[src/core/arsp_pkg.sv]
// Constants, state encodings and timing counts of the converter result serial port.
// Assumes one master clock (ref_clk, 25 MHz) drives all logic; no bus, plain ports only.

package arsp_pkg;

    // ------------------------------------------------------------
    // Word widths and port modes
    // ------------------------------------------------------------
    localparam int         RES_W_BASE  = 16;
    localparam int         RES_W_HIRES = 20;
    localparam int         BYTE_W      = 8;
    localparam logic [1:0] MODE_SELF   = 2'h0;   // Mode pin high
    localparam logic [1:0] MODE_HOST   = 2'h1;   // Mode pin at ground
    localparam logic [1:0] MODE_ASYNC  = 2'h2;   // Mode pin at negative supply

    // ------------------------------------------------------------
    // Timing counts in master clock cycles, plus character bits, buffer depth and nanosecond times
    // ------------------------------------------------------------
    localparam int FILT_CYCLES  = 1024;
    localparam int READY_HIGH   = 1020;
    localparam int POLL_FIRST   = 76;
    localparam int POLL_STEP    = 128;
    localparam int SAMPLE_DIV   = 256;
    localparam int SCLK_DIV     = 4;
    localparam int CHAR_BITS    = 11;
    localparam int FIFO_DEPTH   = 16;
    localparam int CLK_PERIOD_NS   = 40;
    localparam int HOST_WAIT_NS    = 160;
    localparam int HOST_WAIT_CYC   = 4 + (HOST_WAIT_NS + CLK_PERIOD_NS - 1) / CLK_PERIOD_NS;

    // ------------------------------------------------------------
    // Transfer states
    // ------------------------------------------------------------
    typedef enum logic [1:0] {XS_IDLE, XS_SYNC, XS_ASYNC} arsp_xfer_t;

endpackage

[src/core/arsp_core.sv]
// Digital side of a continuously converting converter: saturation, filter-cycle timing,
// output word refresh and the three serial port modes, the asynchronous one at RES_W_BASE width only.
// Assumes all inputs are synchronous to ref_clk; host serial clock is sampled as a level.
`timescale 1ns/100ps

module arsp_core #(
    parameter int RES_W = arsp_pkg::RES_W_BASE
) (
    input  wire logic              ref_clk,
    input  wire logic              srst,
    input  wire logic [1:0]        port_mode,
    input  wire logic              bipolar,
    input  wire logic              filt_valid,
    input  wire logic signed [RES_W+1:0] filt_value,
    output logic                   filt_ready,
    input  wire logic              select_n,
    input  wire logic              host_sclk,
    input  wire logic              cal_start,
    input  wire logic              cal_type_sel_a,
    input  wire logic              cal_type_sel_b,
    output logic [1:0]             cal_type,
    output logic                   sample_tick,
    output logic                   result_ready_n,
    output logic                   serial_result_out,
    output logic                   serial_result_oe,
    output logic                   sclk_out,
    output logic                   sclk_oe
);
    localparam int CNT_W = $clog2(arsp_pkg::FILT_CYCLES);
    localparam int BIT_W = $clog2(RES_W);
    localparam int NBYTE = RES_W / arsp_pkg::BYTE_W;
    localparam logic [CNT_W-1:0] CNT_LAST = CNT_W'(arsp_pkg::FILT_CYCLES - 1);
    localparam logic [CNT_W-1:0] CNT_RISE = CNT_W'(arsp_pkg::READY_HIGH);
    localparam logic [CNT_W-1:0] CNT_POLL = CNT_W'(arsp_pkg::POLL_FIRST - 1);
    localparam logic [CNT_W-1:0] POLL_MSK = CNT_W'(arsp_pkg::POLL_STEP - 1);
    localparam logic [CNT_W-1:0] SMP_MSK  = CNT_W'(arsp_pkg::SAMPLE_DIV - 1);
    localparam logic [1:0]       PH_LAST  = 2'(arsp_pkg::SCLK_DIV - 1);
    localparam logic [3:0]       CH_LAST  = 4'(arsp_pkg::CHAR_BITS - 1);

    typedef struct packed {
        logic [CNT_W-1:0]    cnt;
        logic                ready_n;
        logic [RES_W-1:0]    word;
        logic                fresh;
        arsp_pkg::arsp_xfer_t xs;
        logic [RES_W-1:0]    shift;
        logic [BIT_W-1:0]    bitn;
        logic [1:0]          phase;
        logic [10:0]         chr;
        logic [3:0]          chr_bit;
        logic [2:0]          bytes_left;
        logic                sdo;
        logic                sdo_oe;
        logic                sclk;
        logic                sclk_oe;
        logic                hsclk_q;
        logic                cal_q;
        logic [1:0]          cal_type;
        logic                smp;
    } arsp_core_st_t;

    arsp_core_st_t    q_reg;
    arsp_core_st_t    q_next;
    logic [RES_W-1:0] sat_word;
    logic             fifo_valid;
    logic [RES_W-1:0] fifo_data;
    logic             fifo_pop;
    logic             wrap;
    logic             poll;
    logic             hfall;
    logic             can_start;

    function automatic logic [RES_W-1:0] saturate(input logic signed [RES_W+1:0] v, input logic bip);
        logic signed [RES_W+2:0] t;
        t = bip ? ($signed({v[RES_W+1], v}) + $signed((RES_W+3)'(1) <<< (RES_W - 1))) : {v[RES_W+1], v};
        if (t < 0) begin
            saturate = '0;
        end else if (t > $signed({3'h0, {RES_W{1'b1}}})) begin
            saturate = '1;
        end else begin
            saturate = t[RES_W-1:0];
        end
    endfunction

    // Byte of the result word, most significant byte first
    function automatic logic [10:0] frame_byte(input logic [RES_W-1:0] w, input logic [2:0] idx);
        frame_byte = {2'h3, w[(idx * arsp_pkg::BYTE_W) +: arsp_pkg::BYTE_W], 1'b0};
    endfunction

    assign sat_word = saturate(filt_value, bipolar);

    // ------------------------------------------------------------
    // Result buffer
    // ------------------------------------------------------------
    arsp_fifo #(
        .W     (RES_W),
        .DEPTH (arsp_pkg::FIFO_DEPTH)
    ) u_fifo (
        .ref_clk   (ref_clk),
        .srst      (srst),
        .in_valid  (filt_valid),
        .in_data   (sat_word),
        .in_ready  (filt_ready),
        .out_valid (fifo_valid),
        .out_data  (fifo_data),
        .out_ready (fifo_pop)
    );

    // ------------------------------------------------------------
    // Cycle events
    // ------------------------------------------------------------
    assign wrap      = (q_reg.cnt == CNT_LAST);
    assign poll      = (q_reg.cnt >= CNT_POLL) && (((q_reg.cnt - CNT_POLL) & POLL_MSK) == '0);
    assign hfall     = q_reg.hsclk_q && !host_sclk;
    assign can_start = (q_reg.xs == arsp_pkg::XS_IDLE) && q_reg.fresh && !q_reg.ready_n && !select_n;
    assign fifo_pop  = wrap && (q_reg.xs == arsp_pkg::XS_IDLE) && fifo_valid;

    // Next-state logic for timing, word and transfer
    always_comb begin
        q_next         = q_reg;
        q_next.hsclk_q = host_sclk;
        q_next.cal_q   = cal_start;
        q_next.cnt = wrap ? '0 : q_reg.cnt + 1'b1;
        q_next.smp = ((q_next.cnt & SMP_MSK) == '0);
        if (q_next.cnt == CNT_RISE) begin
            q_next.ready_n = 1'b1;
        end
        if (fifo_pop) begin
            q_next.word    = fifo_data;
            q_next.fresh   = 1'b1;
            q_next.ready_n = 1'b0;
        end
        if (q_reg.cal_q && !cal_start) begin
            q_next.cal_type = {cal_type_sel_b, cal_type_sel_a};
        end
        case (q_reg.xs)
            arsp_pkg::XS_IDLE: begin
                if (port_mode == arsp_pkg::MODE_SELF && poll && can_start) begin
                    q_next.xs      = arsp_pkg::XS_SYNC;
                    q_next.sclk_oe = 1'b1;
                end else if (port_mode == arsp_pkg::MODE_HOST && can_start) begin
                    q_next.xs = arsp_pkg::XS_SYNC;
                end else if (port_mode == arsp_pkg::MODE_ASYNC && RES_W == arsp_pkg::RES_W_BASE && can_start) begin
                    q_next.xs         = arsp_pkg::XS_ASYNC;
                    q_next.chr        = frame_byte(q_reg.word, 3'(NBYTE - 1));
                    q_next.bytes_left = 3'(NBYTE - 1);
                end
                q_next.shift   = q_reg.word;
                q_next.bitn    = '0;
                q_next.phase   = '0;
                q_next.chr_bit = '0;
                q_next.sclk    = 1'b0;
                q_next.sdo     = (q_next.xs == arsp_pkg::XS_ASYNC) ? 1'b0 : q_reg.word[RES_W-1];
                q_next.sdo_oe  = (q_next.xs != arsp_pkg::XS_IDLE);
            end
            arsp_pkg::XS_SYNC: begin
                if (port_mode == arsp_pkg::MODE_SELF) begin
                    q_next.phase = q_reg.phase + 1'b1;
                    q_next.sclk  = (q_next.phase == PH_LAST);
                    if (q_reg.phase == PH_LAST) begin
                        if (q_reg.bitn == BIT_W'(RES_W - 1) || select_n) begin
                            q_next.xs      = arsp_pkg::XS_IDLE;
                            q_next.sdo_oe  = 1'b0;
                            q_next.sclk_oe = 1'b0;
                            q_next.sclk    = 1'b0;
                        end else begin
                            q_next.shift = {q_reg.shift[RES_W-2:0], 1'b0};
                            q_next.sdo   = q_reg.shift[RES_W-2];
                            q_next.bitn  = q_reg.bitn + 1'b1;
                        end
                        if (q_reg.bitn == BIT_W'(RES_W - 1)) begin
                            q_next.ready_n = 1'b1;
                            q_next.fresh   = 1'b0;
                        end
                    end
                end else if (select_n) begin
                    q_next.xs     = arsp_pkg::XS_IDLE;
                    q_next.sdo_oe = 1'b0;
                end else if (hfall) begin
                    if (q_reg.bitn == BIT_W'(RES_W - 1)) begin
                        q_next.xs      = arsp_pkg::XS_IDLE;
                        q_next.sdo_oe  = 1'b0;
                        q_next.ready_n = 1'b1;
                        q_next.fresh   = 1'b0;
                    end else begin
                        q_next.shift = {q_reg.shift[RES_W-2:0], 1'b0};
                        q_next.sdo   = q_reg.shift[RES_W-2];
                        q_next.bitn  = q_reg.bitn + 1'b1;
                    end
                end
            end
            arsp_pkg::XS_ASYNC: begin
                // character runs to second stop bit
                if (hfall) begin
                    if (q_reg.chr_bit != CH_LAST) begin
                        q_next.chr     = {1'b1, q_reg.chr[10:1]};
                        q_next.sdo     = q_reg.chr[1];
                        q_next.chr_bit = q_reg.chr_bit + 1'b1;
                    end else if (q_reg.bytes_left != '0 && !select_n) begin
                        q_next.chr        = frame_byte(q_reg.word, q_reg.bytes_left - 1'b1);
                        q_next.sdo        = 1'b0;
                        q_next.chr_bit    = '0;
                        q_next.bytes_left = q_reg.bytes_left - 1'b1;
                    end else begin
                        q_next.xs     = arsp_pkg::XS_IDLE;
                        q_next.sdo_oe = 1'b0;
                        if (q_reg.bytes_left == '0) begin
                            q_next.ready_n = 1'b1;
                            q_next.fresh   = 1'b0;
                        end
                    end
                end
            end
            default: begin
                q_next.xs     = arsp_pkg::XS_IDLE;
                q_next.sdo_oe = 1'b0;
            end
        endcase
    end

    // State register
    always_ff @(posedge ref_clk) begin
        if (srst) begin
            q_reg         <= '0;
            q_reg.ready_n <= 1'b1;
            q_reg.xs      <= arsp_pkg::XS_IDLE;
        end else begin
            q_reg <= q_next;
        end
    end

    // Outputs straight from the state register
    assign cal_type          = q_reg.cal_type;
    assign sample_tick       = q_reg.smp;
    assign result_ready_n    = q_reg.ready_n;
    assign serial_result_out = q_reg.sdo;
    assign serial_result_oe  = q_reg.sdo_oe;
    assign sclk_out          = q_reg.sclk;
    assign sclk_oe           = q_reg.sclk_oe;
endmodule

[src/core/arsp_fifo.sv]
// Result FIFO between the filter output and the serial output word.
// Assumes one clock and a synchronous active-high reset.
`timescale 1ns/100ps

module arsp_fifo #(
    parameter int W     = 16,
    parameter int DEPTH = 16
) (
    input  wire logic         ref_clk,
    input  wire logic         srst,
    input  wire logic         in_valid,
    input  wire logic [W-1:0] in_data,
    output logic              in_ready,
    output logic              out_valid,
    output logic [W-1:0]      out_data,
    input  wire logic         out_ready
);
    localparam int AW = $clog2(DEPTH);
    localparam int CW = $clog2(DEPTH + 1);

    typedef struct packed {
        logic [DEPTH-1:0][W-1:0] mem;
        logic [AW-1:0]           wr;
        logic [AW-1:0]           rd;
        logic [CW-1:0]           cnt;
        logic                    full;
    } arsp_fifo_st_t;

    arsp_fifo_st_t q_reg;
    arsp_fifo_st_t q_next;
    logic          push;
    logic          pop;

    // ------------------------------------------------------------
    // Handshake and storage update
    // ------------------------------------------------------------
    assign in_ready  = !q_reg.full;
    assign out_valid = (q_reg.cnt != '0);
    assign out_data  = q_reg.mem[q_reg.rd];
    assign push      = in_valid && !q_reg.full;
    assign pop       = out_ready && out_valid;

    // Pointer and count bookkeeping
    always_comb begin
        q_next = q_reg;
        if (push) begin
            q_next.mem[q_reg.wr] = in_data;
            q_next.wr = (q_reg.wr == AW'(DEPTH - 1)) ? '0 : q_reg.wr + 1'b1;
        end
        if (pop) begin
            q_next.rd = (q_reg.rd == AW'(DEPTH - 1)) ? '0 : q_reg.rd + 1'b1;
        end
        if (push && !pop) begin
            q_next.cnt = q_reg.cnt + 1'b1;
        end else if (pop && !push) begin
            q_next.cnt = q_reg.cnt - 1'b1;
        end
        q_next.full = (q_next.cnt == CW'(DEPTH));
    end

    // State register
    always_ff @(posedge ref_clk) begin
        if (srst) begin
            q_reg <= '0;
        end else begin
            q_reg <= q_next;
        end
    end

endmodule

[config.mk]
export PLATFORM = sky130hd
export DESIGN_NAME = arsp_core
export DESIGN_NICKNAME = d
export VERILOG_FILES = /design/src/core/arsp_pkg.sv /design/src/core/arsp_core.sv /design/src/core/arsp_fifo.sv
export SDC_FILE = /design/constraint.sdc
export NUM_CORES = 1
export LEC_CHECK = 0
export BUFFER_PORTS_ARGS = -buffer_cell sky130_fd_sc_hd__buf_2
export CORE_MARGIN = 4
export CORE_UTILIZATION = 45
export CTS_CLUSTER_SIZE = 14
export DETAILED_ROUTE_END_ITERATION = 10
export MAX_ROUTING_LAYER = met4
export PLACE_DENSITY_LB_ADDON = 0.12
export SLEW_MARGIN = 25
export SYNTH_ARGS = -nofsm -noshare
export SYNTH_HDL_FRONTEND = slang
export SYNTH_SLANG_ARGS = --single-unit
[constraint.sdc]
create_clock -name ref_clk -period 2 [get_ports ref_clk]
set_input_delay 0.2 -clock ref_clk [delete_from_list [all_inputs] [get_ports ref_clk]]
set_output_delay 0.2 -clock ref_clk [all_outputs]
set_load 0.03 [all_outputs]
==> results of run 1 <==
## layer usage
| layer | wire [µm] | vias to the layer above |
|---|---|---|
| li1 | - | 6377 |
| met1 | 20700 | 6556 |
| met2 | 23200 | 410 |
| met3 | 2600 | 89 |
| met4 | 1490 | 0 |
| met5 | 0 | - |
## final timing paths
path / startpoint / endpoint / slack (ns) / cells after the start
worst max-delay path: u_fifo.q_reg[6]$_SDFFE_PP0P_ / q_reg[59]$_SDFFE_PP0P_ / -0.03 / 6
worst min-delay path: srst / q_reg[4]$_SDFF_PP0_ / 0.04 / 2
worst max register to register: u_fifo.q_reg[6]$_SDFFE_PP0P_ / q_reg[59]$_SDFFE_PP0P_ / -0.03 / 6
worst min register to register: u_fifo.q_reg[119]$_SDFFE_PP0P_ / u_fifo.q_reg[119]$_SDFFE_PP0P_ / 0.45 / 2
## layout make-up
type	instances	share of cell area [%]
clock buffers	60	6.25
clock inverters	11	0.791
inverters	16	0.319
multi-input cells	1292	42.9
flip-flops and latches	347	37.0
well taps	448	2.98
repair buffers	187	9.83
## what timing repair did
action	in CTS	in global routing
endpoints found under the hold margin	4	0
pin swaps	13	30
setup buffers	5	2
setup endpoints to repair	23	47
hold buffers	4	0
gates cloned	2	2
gates resized for setup	20	47
## power groups by stage
stage                     sequential (mW)  clock [mW]  combinational, mW
after floorplan                      7.18           0              0.521
after global placement               7.18           0              0.998
after detailed placement             7.18           0               1.01
after CTS                            7.03        7.49               1.03
after global routing                 7.04        7.76               1.12
final                                7.04        7.35               1.05
## synth_stat cells, drive strengths merged, types with 4 or more instances
cell type,n
buf,40
mux4,80
a211oi,15
o21ai,13
xor2,12
mux2i,5
nor4,4
a22o,16
nor3,29
nand2,553
clkbuf,95
inv,16
ha,21
nand4,10
a21oi,296
or3,4
nand3,40
nand2b,6
xnor2,8
a221oi,15
o21a,18
dfxtp,347
and3,4
nor2b,16
nor2,84
## cells by family (layout without fill, tap and decap cells)
family	Yosys count	in the layout
flops	347	347
compound gates	396	396
mux	86	86
buf+inv	151	274
fa+ha+maj	21	21
simple gates	769	769
xor+xnor	20	20
## stage by stage
| stage | power [mW] | cell area (µm²) | setup slack, ns |
|---|---|---|---|
| detailed placement | 8.19 | 17000 | -0.164 |
| finish | 15.4 | 18800 | -0.0278 |
| global route | 15.9 | 18800 | -0.119 |
| global placement | 8.18 | 17000 | -0.146 |
| CTS | 15.5 | 18600 | -0.0563 |
| floorplan | 7.70 | 15400 | -0.00615 |
## layout by cell type (no fill, tap or decap), types with 5 or more instances in the layout
cell type	count
sky130_fd_sc_hd__nand2_1	542
sky130_fd_sc_hd__dfxtp_1	340
sky130_fd_sc_hd__a21oi_1	282
sky130_fd_sc_hd__buf_4	105
sky130_fd_sc_hd__nor2_1	83
sky130_fd_sc_hd__mux4_2	80
sky130_fd_sc_hd__clkbuf_16	42
sky130_fd_sc_hd__nand3_1	37
sky130_fd_sc_hd__buf_2	36
sky130_fd_sc_hd__buf_12	31
sky130_fd_sc_hd__nor3_1	23
sky130_fd_sc_hd__o21a_1	18
sky130_fd_sc_hd__ha_1	17
sky130_fd_sc_hd__a22o_1	16
sky130_fd_sc_hd__a221oi_1	15
sky130_fd_sc_hd__inv_1	14
sky130_fd_sc_hd__a211oi_1	14
sky130_fd_sc_hd__nor2b_1	13
sky130_fd_sc_hd__a21oi_2	13
sky130_fd_sc_hd__xor2_1	12
sky130_fd_sc_hd__nand2_2	11
sky130_fd_sc_hd__nand4_1	10
sky130_fd_sc_hd__clkbuf_1	10
sky130_fd_sc_hd__clkbuf_8	10
sky130_fd_sc_hd__o21ai_0	9
sky130_fd_sc_hd__xnor2_1	7
sky130_fd_sc_hd__nor3_2	6
sky130_fd_sc_hd__dfxtp_2	6
sky130_fd_sc_hd__nand2b_1	5
sky130_fd_sc_hd__mux2i_1	5
sky130_fd_sc_hd__clkinv_2	5
## worst register-to-register path: stages, from the launching register on
cell and delay, ns:
sky130_fd_sc_hd__dfxtp_4 0.38, sky130_fd_sc_hd__buf_12 0.17, sky130_fd_sc_hd__clkbuf_16 0.19, sky130_fd_sc_hd__mux4_2 0.55
sky130_fd_sc_hd__mux4_2 0.47, sky130_fd_sc_hd__nand2_1 0.09, sky130_fd_sc_hd__a21oi_1 0.06
==> run summary, run 1 <==
Pin placement for this block handled 38 I/O pins. A synthesized cell averages 8.58 µm². After synthesis, the largest area contributor takes up 45.2% of total cell area.

For the final clock skew, the log shows 0.0249 ns. The tools report the post-synthesis cell count as 1,790. On the worst path, the slowest cell contributes a delay of 0.55 ns. Across all hold checks on the routed design, the worst slack comes to 0.0411 ns. The number of different library cells in the post-synthesis netlist came out at 65.

Dividing the final minimum period by the clock period gives 101%. The checks that failed: negative setup slack. The biggest area contributor in the post-synthesis netlist is sky130_fd_sc_hd__dfxtp_1. Summing the areas of all and, or, nand and nor instances in the mapped netlist gives 20.9% of the synthesized area. The first detailed-routing pass ran for 5 iterations. The number of antenna diodes in the final layout is 0. The synthesized design contains 347 register bits. The run gives 2.42 ns as the required time reported for the critical path endpoint. The run gives 12,800 as the via count of the first global-routing pass. Setup repair after global routing could not meet its margin everywhere. For this design, the slowest cell found on the critical path is sky130_fd_sc_hd__mux4_2. The transition time of the tightest slew-check pin came out at 0.534 ns. The area taken by multi-input logic gates came out at 8070 µm².

After routing, the total negative slack on setup checks comes to -0.192 ns. The width of the chip works out to 193 µm. For this run, the leading register cell type out of synthesis is sky130_fd_sc_hd__dfxtp_1. Counting the fill cells in the layout gives 3,073.

Clock tree synthesis selected as its root buffer the cell sky130_fd_sc_hd__clkbuf_16. Using the TritonRoute via totals, the vias-per-cell ratio works out to 5.69. Traced cell by cell, the critical path runs through buf_12 -> clkbuf_16 -> mux4_2 -> mux4_2 -> nand2_1 -> a21oi_1. TritonCTS built the clock tree.

The peak fanout along the critical path was 7; the overall global routing resource usage was 26.6%. The logs give 6.46 nW for the total leakage power and 56.0% for the final design utilization. The run gives 2.45 ns as the endpoint arrival time on the critical path. For this run the aggregate overflow at the end of global routing stands at 0. The critical setup path kind is flip-flop to flip-flop.

Of the total synthesized cell area, the portion taken by XOR and XNOR cells is 1.14%. After clock tree synthesis, the clock-pin slew on the worst setup and hold paths is 0.06 ns. The maximum root-to-sink buffer count came out at 3. The share of the Yosys chip area taken by registers is 45.2%. The flow ran to the end, but the final reports show violations. Compared with the post-synthesis result, the final layout area differs by 22.5%. Counting both buffers and inverters, the worst setup path holds a total of 2. The routed length per instance is 20.3 µm, and the flip-flop count of the largest register, all copies and words added is 270.

In this run the most used layer during global routing was met2. The run gives -0.0278 ns as the final critical-path setup slack. Main combinational cell family by area after synthesis: simple AND/OR/NAND/NOR gates. The portion of synthesized area spent on multiplexers is 12.1%.

The cell-internal power is 11.8 mW, and the initial antenna violation count is 0. The tools report the highest clock frequency the design can meet as 493 MHz. Summed over all nets, the switching power comes to 3.60 mW.

The logs give 0 for the detailed-route DRC error count and 34.6% for the global-route track usage on met1. The part of the power in registers came out at 45.6%. After floorplanning, the core was divided into 67 placement rows. Counting flops with an async set or reset pin after synthesis yields a share of 0%.

The logs give 0 for the final-report hold violation count and 43.8% for the met2 demand-to-capacity share in global routing. For this block, the routed nets add up to 48,000 µm of wire. The tools report the number of H-tree levels as 2. For the full die area, the log shows 37,200 µm². After Yosys synthesis, full adders, half adders and majority gates account for 1.71% of the synthesized area. The tool flagged a number of max-cap violations equal to 0. The total instance count after detailed placement came out at 2,276. After floorplanning, the core was sized to cover 33,600 µm². The final setup violation count was 10; the yosys synthesis warning count was 0.

The final max-slew violation count was 0; the post-synthesis instance area was 15,400 µm². Synthesized-area fraction occupied by ao, oa, aoi and oai cells: 14.8%. Via count: 13,400. For met3 alone, demand over resource in global routing was 3.36%. The die extent in y was 193 µm; the latest clock arrival within the worst-skew pair was 0.55 ns. The count of flip-flops with a built-in enable after synthesis is 0, and the register cell area after layout is 6960 µm². For the clock sink count, the log shows 347. VDD sags by at most 0.000632 V.

Critical path endpoint category: a flip-flop. The worst hold path belongs to the class input port to flip-flop. STA classifies the critical path startpoint as a flip-flop. Entering global routing, the biggest net connects 84 pins. The worst path needs 2.03 ns of the cycle, external delays included. Final weighted congestion in routability-driven placement: 0.910.

The combinational group share of total power is 6.8%, and the count of buffers inserted at the top-level ports is 37. In this run, the number of DRC markers left after iteration 0 of detailed routing was 1,171. Total clock buffers created by CTS: 39.

The fraction of final layout cells with drive strength greater than 1 was 20.8%. The kind of cell with the highest combined delay along the critical path is multiplexers. The layout net count was 1,933. The first global-routing pass estimated 75,000 µm of wire. The tools report the number of standard cells in the layout, taps in and fillers out as 2,361. Starting density of the core: 45.7%. The tools report the fraction of power consumed by the clock network as 47.6%.

Net count after synthesis: 1,840. By area the synthesized netlist is led by sky130_fd_sc_hd__dfxtp_1 (45%), sky130_fd_sc_hd__nand2_1 (14%), sky130_fd_sc_hd__mux4_2 (12%). Net switching is 23.3% of the power. Final HPWL from detailed placement: 31,400 µm. Power density normalized to cell area: 820 nW/µm².

By instance count, the cell type seen most on the critical path is sky130_fd_sc_hd__mux4_2. Headroom to the max-slew limit came out at 64.3%. The count of nets left with antenna violations once routing finished came out at 0.
No activity file was read; power rests on OpenSTA's default activity.
==> run 2: changes to the inputs <==
==> constraint.sdc (replaced) <==
create_clock -name ref_clk -period 1.84 [get_ports ref_clk]
set_input_delay 0.184 -clock ref_clk [delete_from_list [all_inputs] [get_ports ref_clk]]
set_output_delay 0.184 -clock ref_clk [all_outputs]
set_load 0.03 [all_outputs]
==> run 2 against run 1 <==
Sequential cell count stayed put. Hold slack better by 0.017 ns. Critical path depth decreased by 1. Utilization grew 1.9 points. Worst setup slack got worse by 0.14 ns. Clock power increased by 3.0%. Combinational power increased by 9.5%. Clock skew is 0.0052 ns lower. Largest cell class unchanged. Register-to-register slack got worse by 0.14 ns. The run still ends with negative setup slack left. Final cell count grew 1.5%. Routed wire length up 3.6%.
==> run summary, run 2 (synthesized netlist as in run 1, its figures left out) <==
For the first-pass iteration count of the detailed router, the log shows 6 (was 5). The total clock buffers created by CTS is 39 (unchanged), and the power after layout is 16.4 mW (was 15.4 mW). Final critical-path required period: 2.01 ns (was 2.03 ns). The tools report the detailed-route DRC error count as 0 (unchanged).

The die extent in y was 193 µm (unchanged). The cell at the root of the clock tree was sky130_fd_sc_hd__clkbuf_16 (unchanged). The tools report the final max-slew violation count as 0 (unchanged). The first-iteration detailed-routing DRC count came out at 1,146 (was 1,171). Fraction of final layout cells with drive strength greater than 1: 24.9% (was 20.8%).

Maximum cell stage delay along the critical path: 0.56 ns (was 0.55 ns). The run gives 99 (was 84) as the maximum number of pins on one net before global-route repair. The remaining number of nets flagged by the antenna check after routing was 0 (unchanged); the post-route cell area was 19,500 µm² (was 18,800 µm²). The final clock skew was 0.0196 ns (was 0.0249 ns). The power density normalized to cell area was 842 nW/µm² (was 820 nW/µm²); the total instance count after detailed placement was 2,310 (was 2,276).

The run gives 0 (unchanged) as the antenna cell count. The cell area after placement is 17,500 µm² (was 17,000 µm²). Final total negative setup slack: -2.81 ns (was -0.192 ns). The cell row count came out at 67 (unchanged).

The full die area came out at 37,200 µm² (unchanged). The tools report the maximum root-to-sink buffer count as 3 (unchanged). The final weighted congestion in routability-driven placement is 0.934 (was 0.910), and the depth of the worst register-to-register path is 5 (was 6). The met2 demand-to-capacity share in global routing came out at 44.4% (was 43.8%). The latest clock arrival within the worst-skew pair was 0.53 ns (was 0.55 ns).

The total leakage power is 6.73 nW (was 6.46 nW), and the clock-pin slew on the worst setup and hold paths is 0.06 ns (about the same). The tools report the launch point of the worst path as u_fifo.q_reg[6]$_SDFFE_PP0P_ (unchanged). Leading cell type in the layout, fill and taps excluded: sky130_fd_sc_hd__nand2_1 (unchanged).

For the number of ports placed on the die boundary, the log shows 38 (unchanged). The final setup violation count was 34 (was 10). The total of max-cap violations is 0 (unchanged), and the layout filler cell count is 2,958 (was 3,073). The via count normalized by instance count came out at 5.71 (was 5.69). Ordered list of cells on the worst path: buf_12 -> mux4_2 -> mux4_2 -> nand2_2 -> a21oi_2 (was buf_12 -> clkbuf_16 -> mux4_2 -> mux4_2 -> nand2_1 -> a21oi_1). Failing checks: negative setup slack (unchanged). The width of the chip came out at 193 µm (unchanged). The largest voltage drop on the vdd net was 0.000690 V (was 0.000632 V); the endpoint arrival time on the critical path was 2.41 ns (was 2.45 ns). For the overall global routing resource usage, the log shows 27.4% (was 26.6%).

Number of H-tree levels: 2 (unchanged). TritonCTS built the clock tree. The tools report the via count of the first global-routing pass as 13,500 (was 12,800). The startpoint of the tightest hold check path was srst (unchanged).

The flip-flop count of the largest register, all copies and words added is 270 (unchanged). The dominant cell type by count on the critical path was sky130_fd_sc_hd__mux4_2 (unchanged). The headroom to the max-slew limit is 66.0% (was 64.3%). The transition time of the tightest slew-check pin was 0.509 ns (was 0.534 ns).

Most frequent cells in the layout: sky130_fd_sc_hd__nand2_1 (544), sky130_fd_sc_hd__dfxtp_1 (333), sky130_fd_sc_hd__a21oi_1 (285) (was sky130_fd_sc_hd__nand2_1 (542), sky130_fd_sc_hd__dfxtp_1 (340), sky130_fd_sc_hd__a21oi_1 (282)). The logs give 2.24 ns (was 2.42 ns) for the required time reported for the critical path endpoint and 49,700 µm (was 48,000 µm) for the routed wire length. The number of stages on the worst hold path is 2 (unchanged).

For the via count, the log shows 13,700 (was 13,400). The initial antenna violation count was 0 (unchanged). Layout net count: 1,970 (was 1,933). The startpoint type of the worst setup path is a flip-flop (unchanged). The cell with the largest stage delay on the worst path is sky130_fd_sc_hd__mux4_2 (unchanged). The tools report the starting density of the core as 45.7% (unchanged).

The tools report the final critical-path setup slack as -0.166 ns (was -0.0278 ns). The area of the core region came out at 33,600 µm² (unchanged). First-pass GRT wire length: 77,000 µm (was 75,000 µm). Setup repair after global routing could not meet its margin everywhere. The count of buffers inserted at the top-level ports was 37 (unchanged); the leftover overflow at the end of global routing was 0 (unchanged). The tools report the critical path endpoint category as a flip-flop (unchanged). For the final-report hold violation count, the log shows 0 (unchanged). The highest-utilization routing layer at the global route stage is met2 (unchanged). The clock sink count was 347 (unchanged); the global-route track usage on met1 was 36.3% (was 34.6%). The final HPWL from detailed placement was 31,700 µm (was 31,400 µm); the peak fanout along the critical path was 15 (was 7). The final critical-path share of the clock period came out at 109% (was 101%). The critical setup path kind is flip-flop to flip-flop (unchanged). The logs give 3.31% (was 3.36%) for the met3 track demand over resource in global routing and 499 MHz (was 493 MHz) for the highest clock frequency the design can meet. The logs give 0.0580 ns (was 0.0411 ns) for the hold slack and 2,396 (was 2,361) for the number of standard cells in the layout, taps in and fillers out. The reg-to-reg critical path startpoint is u_fifo.q_reg[6]$_SDFFE_PP0P_ (unchanged). The flow ran to the end, but the final reports show violations.

The routed length per instance was 20.7 µm (was 20.3 µm). Worst hold-check path type: input port to flip-flop (unchanged). The relative area change from synthesis to final layout came out at 26.6% (was 22.5%).
## run 2: cell types whose count changed in the layout (fill, tap and decap cells not counted), sizes merged
cell / before / now
buf: 181 / 218
bufinv: 3 / 1
clkbuf: 62 / 60
clkinvlp: 0 / 2
## run 2: area by class of cell
| class | count | area (µm²) | share of cell area, % |
|---|---|---|---|
| Clock buffer | 58 | 1140 | 5.85 |
| Clock inverter | 11 | 111 | 0.572 |
| Inverter | 16 | 60.1 | 0.309 |
| Multi-Input combinational cell | 1292 | 8410 | 43.3 |
| Sequential cell | 347 | 6970 | 35.9 |
| Tap cell | 448 | 561 | 2.88 |
| Timing Repair Buffer | 224 | 2190 | 11.3 |
## run 2: critical path, delay by kind of cell (launching register included)
kind | cells | cell delay (ns)
mux | 2 | 1.05
simple gates | 1 | 0.08
buf+inv | 1 | 0.21
compound gates | 1 | 0.04
flops | 1 | 0.47
## run 2: final timing paths
kind,endpoint,slack [ns]
max reg2reg,q_reg[57]$_SDFFE_PP0P_,-0.17
min,sclk_out$_SDFFE_PP0P_,0.06
min reg2reg,u_fifo.q_reg[48]$_SDFFE_PP0P_,0.45
max,q_reg[57]$_SDFFE_PP0P_,-0.17
## run 2: power by group
| part | switching, mW | internal, mW |
|---|---|---|
| clock | 3.13 | 4.44 |
| sequential | 0.0573 | 7.60 |
| combinational | 0.684 | 0.467 |
| total | 3.87 | 12.5 |
## run 2: per-stage QoR
stage	setup WS (ns)	utilization, %
finish	-0.166	57.9
floorplan	-0.0428	-
detailed placement	-0.165	52.1
global route	-0.239	57.9
CTS	-0.158	57.0
global placement	-0.123	52.1
## run 2: what timing repair did
item                                    4_1_cts  5_1_grt
buffers inserted                              8        5
endpoints found under the setup margin       45       61
gates cloned                                  2        1
pin swaps                                    30       29
hold buffers                                  4        0
hold endpoints to repair                      4        0
resized for setup                            62       65
## run 2: layer usage
metal	routed length [µm]	vias to the layer above	share of wire, %
met1	21400	6712	43
met3	3280	95	6.6
met5	0	-	0
met4	1460	0	2.9
li1	-	6435	-
met2	23600	451	47
==> run 3: changes to the inputs <==
--- a/config.mk
+++ b/config.mk
@@ -6,8 +6,11 @@
 export NUM_CORES = 1
 export LEC_CHECK = 0
 export BUFFER_PORTS_ARGS = -buffer_cell sky130_fd_sc_hd__buf_2
+export CELL_PAD_IN_SITES_DETAIL_PLACEMENT = 0
+export CELL_PAD_IN_SITES_GLOBAL_PLACEMENT = 1
+export CORE_ASPECT_RATIO = 1.2
 export CORE_MARGIN = 4
-export CORE_UTILIZATION = 45
+export CORE_UTILIZATION = 43
 export CTS_CLUSTER_SIZE = 14
 export DETAILED_ROUTE_END_ITERATION = 10
 export MAX_ROUTING_LAYER = met4
@@ -15,4 +18,5 @@
 export SLEW_MARGIN = 25
 export SYNTH_ARGS = -nofsm -noshare
 export SYNTH_HDL_FRONTEND = slang
+export SYNTH_HIERARCHICAL = 1
 export SYNTH_SLANG_ARGS = --single-unit
==> run 3 against run 2 <==
The run still ends with negative setup slack left. First-iteration DRC count shrank 8.7%. Total power shrank 0.32%. Clock skew shrank 0.0015 ns.
==> run summary, run 3 <==
Highest clock frequency the design can meet: 487 MHz (was 499 MHz). The average instance area after synthesis came out at 8.39 µm² (was 8.58 µm²). The maximum cell stage delay along the critical path was 0.52 ns (was 0.56 ns).

The power density normalized to cell area is 808 nW/µm² (was 842 nW/µm²), and the async set or reset register ratio after synthesis is 0% (unchanged). The share of synthesized area occupied by flip-flops and latches was 44.1% (was 45.2%); the final critical-path required period was 2.05 ns (was 2.01 ns). The run gives 2.51 ns (was 2.41 ns) as the endpoint arrival time on the critical path. Reg-to-reg critical path startpoint: q_reg[12]$_SDFFE_PP0P_ (was u_fifo.q_reg[6]$_SDFFE_PP0P_). The final max-slew violation count is 0 (unchanged). Endpoint of the most critical register-to-register path: q_reg[50]$_SDFFE_PP0P_ (was q_reg[57]$_SDFFE_PP0P_). Failing checks: negative setup slack (unchanged). The tools report the total of max-cap violations as 0 (unchanged). The final setup violation count was 30 (was 34); the transition time of the tightest slew-check pin was 0.703 ns (was 0.509 ns). Termination of the worst setup path: q_reg[50]$_SDFFE_PP0P_ (was q_reg[57]$_SDFFE_PP0P_). The cell area after placement is 17,600 µm² (was 17,500 µm²). Final critical-path setup slack: -0.211 ns (was -0.166 ns). The tools report the launch point of the worst path as q_reg[12]$_SDFFE_PP0P_ (was u_fifo.q_reg[6]$_SDFFE_PP0P_).

The first-pass GRT wire length is 78,000 µm (was 77,000 µm), and the depth of the worst register-to-register path is 7 (was 5). The critical setup path kind was flip-flop to flip-flop (unchanged). For the full die area, the log shows 39,800 µm² (was 37,200 µm²).

The post-synthesis cell count came out at 1,878 (was 1,790). The flip-flop count of the largest register, all copies and words added was 270 (unchanged); the cell depth of the worst setup path was 7 (was 5). The logs give 2 (unchanged) for the number of H-tree levels and 16.3 mW (was 16.4 mW) for the power after layout. For the maximum number of pins on one net before global-route repair, the log shows 90 (was 99).

The via count of the first global-routing pass was 13,600 (was 13,500); the remaining number of nets flagged by the antenna check after routing was 0 (unchanged). The number of ports placed on the die boundary was 38 (unchanged). Antenna cell count: 0 (unchanged). The cell with the largest stage delay on the worst path was sky130_fd_sc_hd__or4_4 (was sky130_fd_sc_hd__mux4_2). The cell class contributing the biggest share of worst-path delay was simple AND/OR/NAND/NOR gates (was multiplexers).

The initial antenna violation count was 0 (unchanged). Top cells by instance count after synthesis: sky130_fd_sc_hd__nand2_1 (542), sky130_fd_sc_hd__dfxtp_1 (347), sky130_fd_sc_hd__a21oi_1 (313) (was sky130_fd_sc_hd__nand2_1 (553), sky130_fd_sc_hd__dfxtp_1 (347), sky130_fd_sc_hd__a21oi_1 (294)). The run gives 76 (was 67) as the cell row count. The routed length per instance came out at 20.5 µm (was 20.7 µm). The net count after synthesis came out at 1,928 (was 1,840). The post-synthesis register bit count came out at 347 (unchanged).

Ordered list of cells on the worst path: inv_2 -> ha_4 -> and3b_2 -> o211ai_2 -> a2111o_1 -> or4_4 -> a21oi_2 (was buf_12 -> mux4_2 -> mux4_2 -> nand2_2 -> a21oi_2). The critical path endpoint category was a flip-flop (unchanged). The final clock skew is 0.0181 ns (was 0.0196 ns), and the maximum root-to-sink buffer count is 3 (unchanged). The overall global routing resource usage came out at 25.6% (was 27.4%). The routed wire length is 51,400 µm (was 49,700 µm), and the post-route cell area is 20,200 µm² (was 19,500 µm²). The clock-pin slew on the worst setup and hold paths was 0.06 ns (about the same).

The count of buffers inserted at the top-level ports is 37 (unchanged), and the largest voltage drop on the vdd net is 0.000707 V (was 0.000690 V). Most frequent cells in the layout: sky130_fd_sc_hd__nand2_1 (539), sky130_fd_sc_hd__dfxtp_1 (330), sky130_fd_sc_hd__a21oi_1 (303) (was sky130_fd_sc_hd__nand2_1 (544), sky130_fd_sc_hd__dfxtp_1 (333), sky130_fd_sc_hd__a21oi_1 (285)). The final-report hold violation count was 0 (unchanged); the via count was 13,900 (was 13,700). The final HPWL from detailed placement was 31,900 µm (was 31,700 µm); the layout filler cell count was 3,283 (was 2,958). The tools report the startpoint type of the worst setup path as a flip-flop (unchanged). The width of the chip was 183 µm (was 193 µm); the leftover overflow at the end of global routing was 0 (unchanged). The tools report the detailed-route DRC error count as 0 (unchanged). Area taken by multi-input logic gates: 8770 µm² (was 8410 µm²). The number of standard cells in the layout, taps in and fillers out came out at 2,502 (was 2,396). The starting density of the core is 43.7% (was 45.7%), and the headroom to the max-slew limit is 53.1% (was 66.0%). The leading cell type in the layout, fill and taps excluded is sky130_fd_sc_hd__nand2_1 (unchanged). The run gives 6970 µm² (about the same) as the register cell area after layout. The via count normalized by instance count came out at 5.57 (was 5.71). The layout net count was 2,061 (was 1,970); the latest clock arrival within the worst-skew pair was 0.54 ns (was 0.53 ns). Peak fanout along the critical path: 3 (was 15). Worst hold-check path type: input port to flip-flop (unchanged). The relative area change from synthesis to final layout is 28.1% (was 26.6%). The biggest area consumer among synthesized cells is sky130_fd_sc_hd__dfxtp_1 (unchanged).

The tools report the required time reported for the critical path endpoint as 2.30 ns (was 2.24 ns). Total instance count after detailed placement: 2,376 (was 2,310). Count of flip-flops with a built-in enable after synthesis: 0 (unchanged).

The flow ran to the end, but the final reports show violations. The run gives 1,046 (was 1,146) as the first-iteration detailed-routing DRC count. Setup repair after global routing could not meet its margin everywhere. The total leakage power came out at 6.96 nW (was 6.73 nW). The commonest register cell after synthesis was sky130_fd_sc_hd__dfxtp_1 (unchanged).

The total clock buffers created by CTS is 38 (was 39), and the final weighted congestion in routability-driven placement is 0.816 (was 0.934). The fraction of final layout cells with drive strength greater than 1 came out at 24.7% (was 24.9%). Largest cells by area after synthesis: sky130_fd_sc_hd__dfxtp_1 (44%), sky130_fd_sc_hd__nand2_1 (13%), sky130_fd_sc_hd__a21oi_1 (9.9%) (was sky130_fd_sc_hd__dfxtp_1 (45%), sky130_fd_sc_hd__nand2_1 (14%), sky130_fd_sc_hd__mux4_2 (12%)).

For the first-pass iteration count of the detailed router, the log shows 6 (unchanged). The area of the core region is 36,000 µm² (was 33,600 µm²), and the slack of the worst reg-to-reg path is -0.21 ns (was -0.17 ns). Highest-utilization routing layer at the global route stage: met2 (unchanged). The global-route track usage on met1 is 30.7% (was 36.3%).

Number of different library cells in the post-synthesis netlist: 73 (was 65). Cell with the most instances after synthesis: sky130_fd_sc_hd__nand2_1 (unchanged). The top cell type's share of synthesized area is 44.1% (was 45.2%). The met2 demand-to-capacity share in global routing came out at 44.4% (about the same). The buffering stage count on the worst path with inverters included works out to 1 (unchanged). The met3 track demand over resource in global routing was 3.59% (was 3.31%); the yosys synthesis warning count was 6 (was 0). For the clock sink count, the log shows 347 (unchanged). The tools report the post-synthesis instance area as 15,800 µm² (was 15,400 µm²). TritonCTS built the clock tree. The cell at the root of the clock tree was sky130_fd_sc_hd__clkbuf_16 (unchanged). Final critical-path share of the clock period: 111% (was 109%).

The die extent in y was 218 µm (was 193 µm).
[run 3: cell types whose count changed in the layout (fill, tap and decap cells not counted), sizes merged, moves of 10 or more]
cell    change
a21oi      +17
nor2b      +13
nand2      -10
mux2i      +30
buf        +26
mux4       -16
nand2b     +19
a221oi     -14
nor3       -18
a311oi     +14
a22o       -16
[run 3: routing by layer]
| metal | part of all wire, % | routed length, µm | vias up |
|---|---|---|---|
| li1 | - | - | 6727 |
| met5 | 0 | 0 | - |
| met2 | 52 | 26500 | 350 |
| met1 | 40 | 20600 | 6770 |
| met4 | 3.2 | 1640 | 0 |
| met3 | 5.1 | 2620 | 91 |
[run 3: logic make-up (layout without fill, tap and decap cells)]
family                     Yosys count  in the layout  synth area share [%]
AOI/OAI and AO/OA                  431            432                  15.8
adders and majority gates           21             21                  1.67
xor gates and xnor gates            21             21                  1.17
DFF                                347            347                  44.1
buffers and inverters              177            332                  4.65
muxes                               99             99                  11.4
and+or+nand+nor                    782            782                  21.3
[run 3: metrics by stage]
step / setup WS, ns / hold slack (ns) / util (%) / TNS, ns
after detailed placement: -0.266 / 0.436 / 48.7 / -28.89
after global placement: -0.241 / 0.423 / 48.7 / -10.84
after CTS: -0.109 / 0.0145 / 53.6 / -1.32
after global routing: -0.256 / 0.0274 / 56.0 / -5.92
final: -0.211 / 0.0278 / 56.0 / -2.56
after floorplan: -0.456 / 0.312 / - / -2.31
[run 3: where the power goes]
group / switching (mW) / total, mW / internal [mW]
combinational: 0.785 / 1.29 / 0.505
clock: 3.02 / 7.37 / 4.35
sequential: 0.0561 / 7.66 / 7.60
total: 3.86 / 16.3 / 12.5
[run 3: layout make-up]
class | count | area share (%)
clock buffer | 59 | 5.80
tap | 468 | 2.90
clock inverter | 4 | 0.118
timing repair buffer | 253 | 12.9
inverter | 16 | 0.310
multi-input combinational | 1355 | 43.5
sequential | 347 | 34.5
[run 3: how the worst min path moves through the flow]
stage	start	endpoint	slack, ns	cells after the start
final	srst	q_reg[28]$_SDFFE_PP0P_	0.03	2
after global routing	srst	q_reg[28]$_SDFFE_PP0P_	0.03	2
after CTS	srst	q_reg[28]$_SDFFE_PP0P_	0.01	2
after detailed placement	cal_start	q_reg[3]$_SDFF_PP0_	0.44	2
after global placement	cal_start	q_reg[3]$_SDFF_PP0_	0.42	2
after floorplan	cal_start	q_reg[3]$_SDFF_PP0_	0.31	1
[run 3: timing repair]
action	in CTS	in global routing
endpoints found under the setup margin	58	64
endpoints found under the hold margin	4	0
pin swaps	14	46
setup buffers	19	36
gates cloned	3	6
resized for setup	65	107
hold buffers	4	0
[run 3: worst register-to-register path: cells and delay by family (launching register included)]
family | cells | cell delay, ns
and+or+nand+nor | 2 | 0.75
AOI/OAI and AO/OA | 3 | 0.71
DFF | 1 | 0.32
adders and majority gates | 1 | 0.13
buffers and inverters | 1 | 0.07
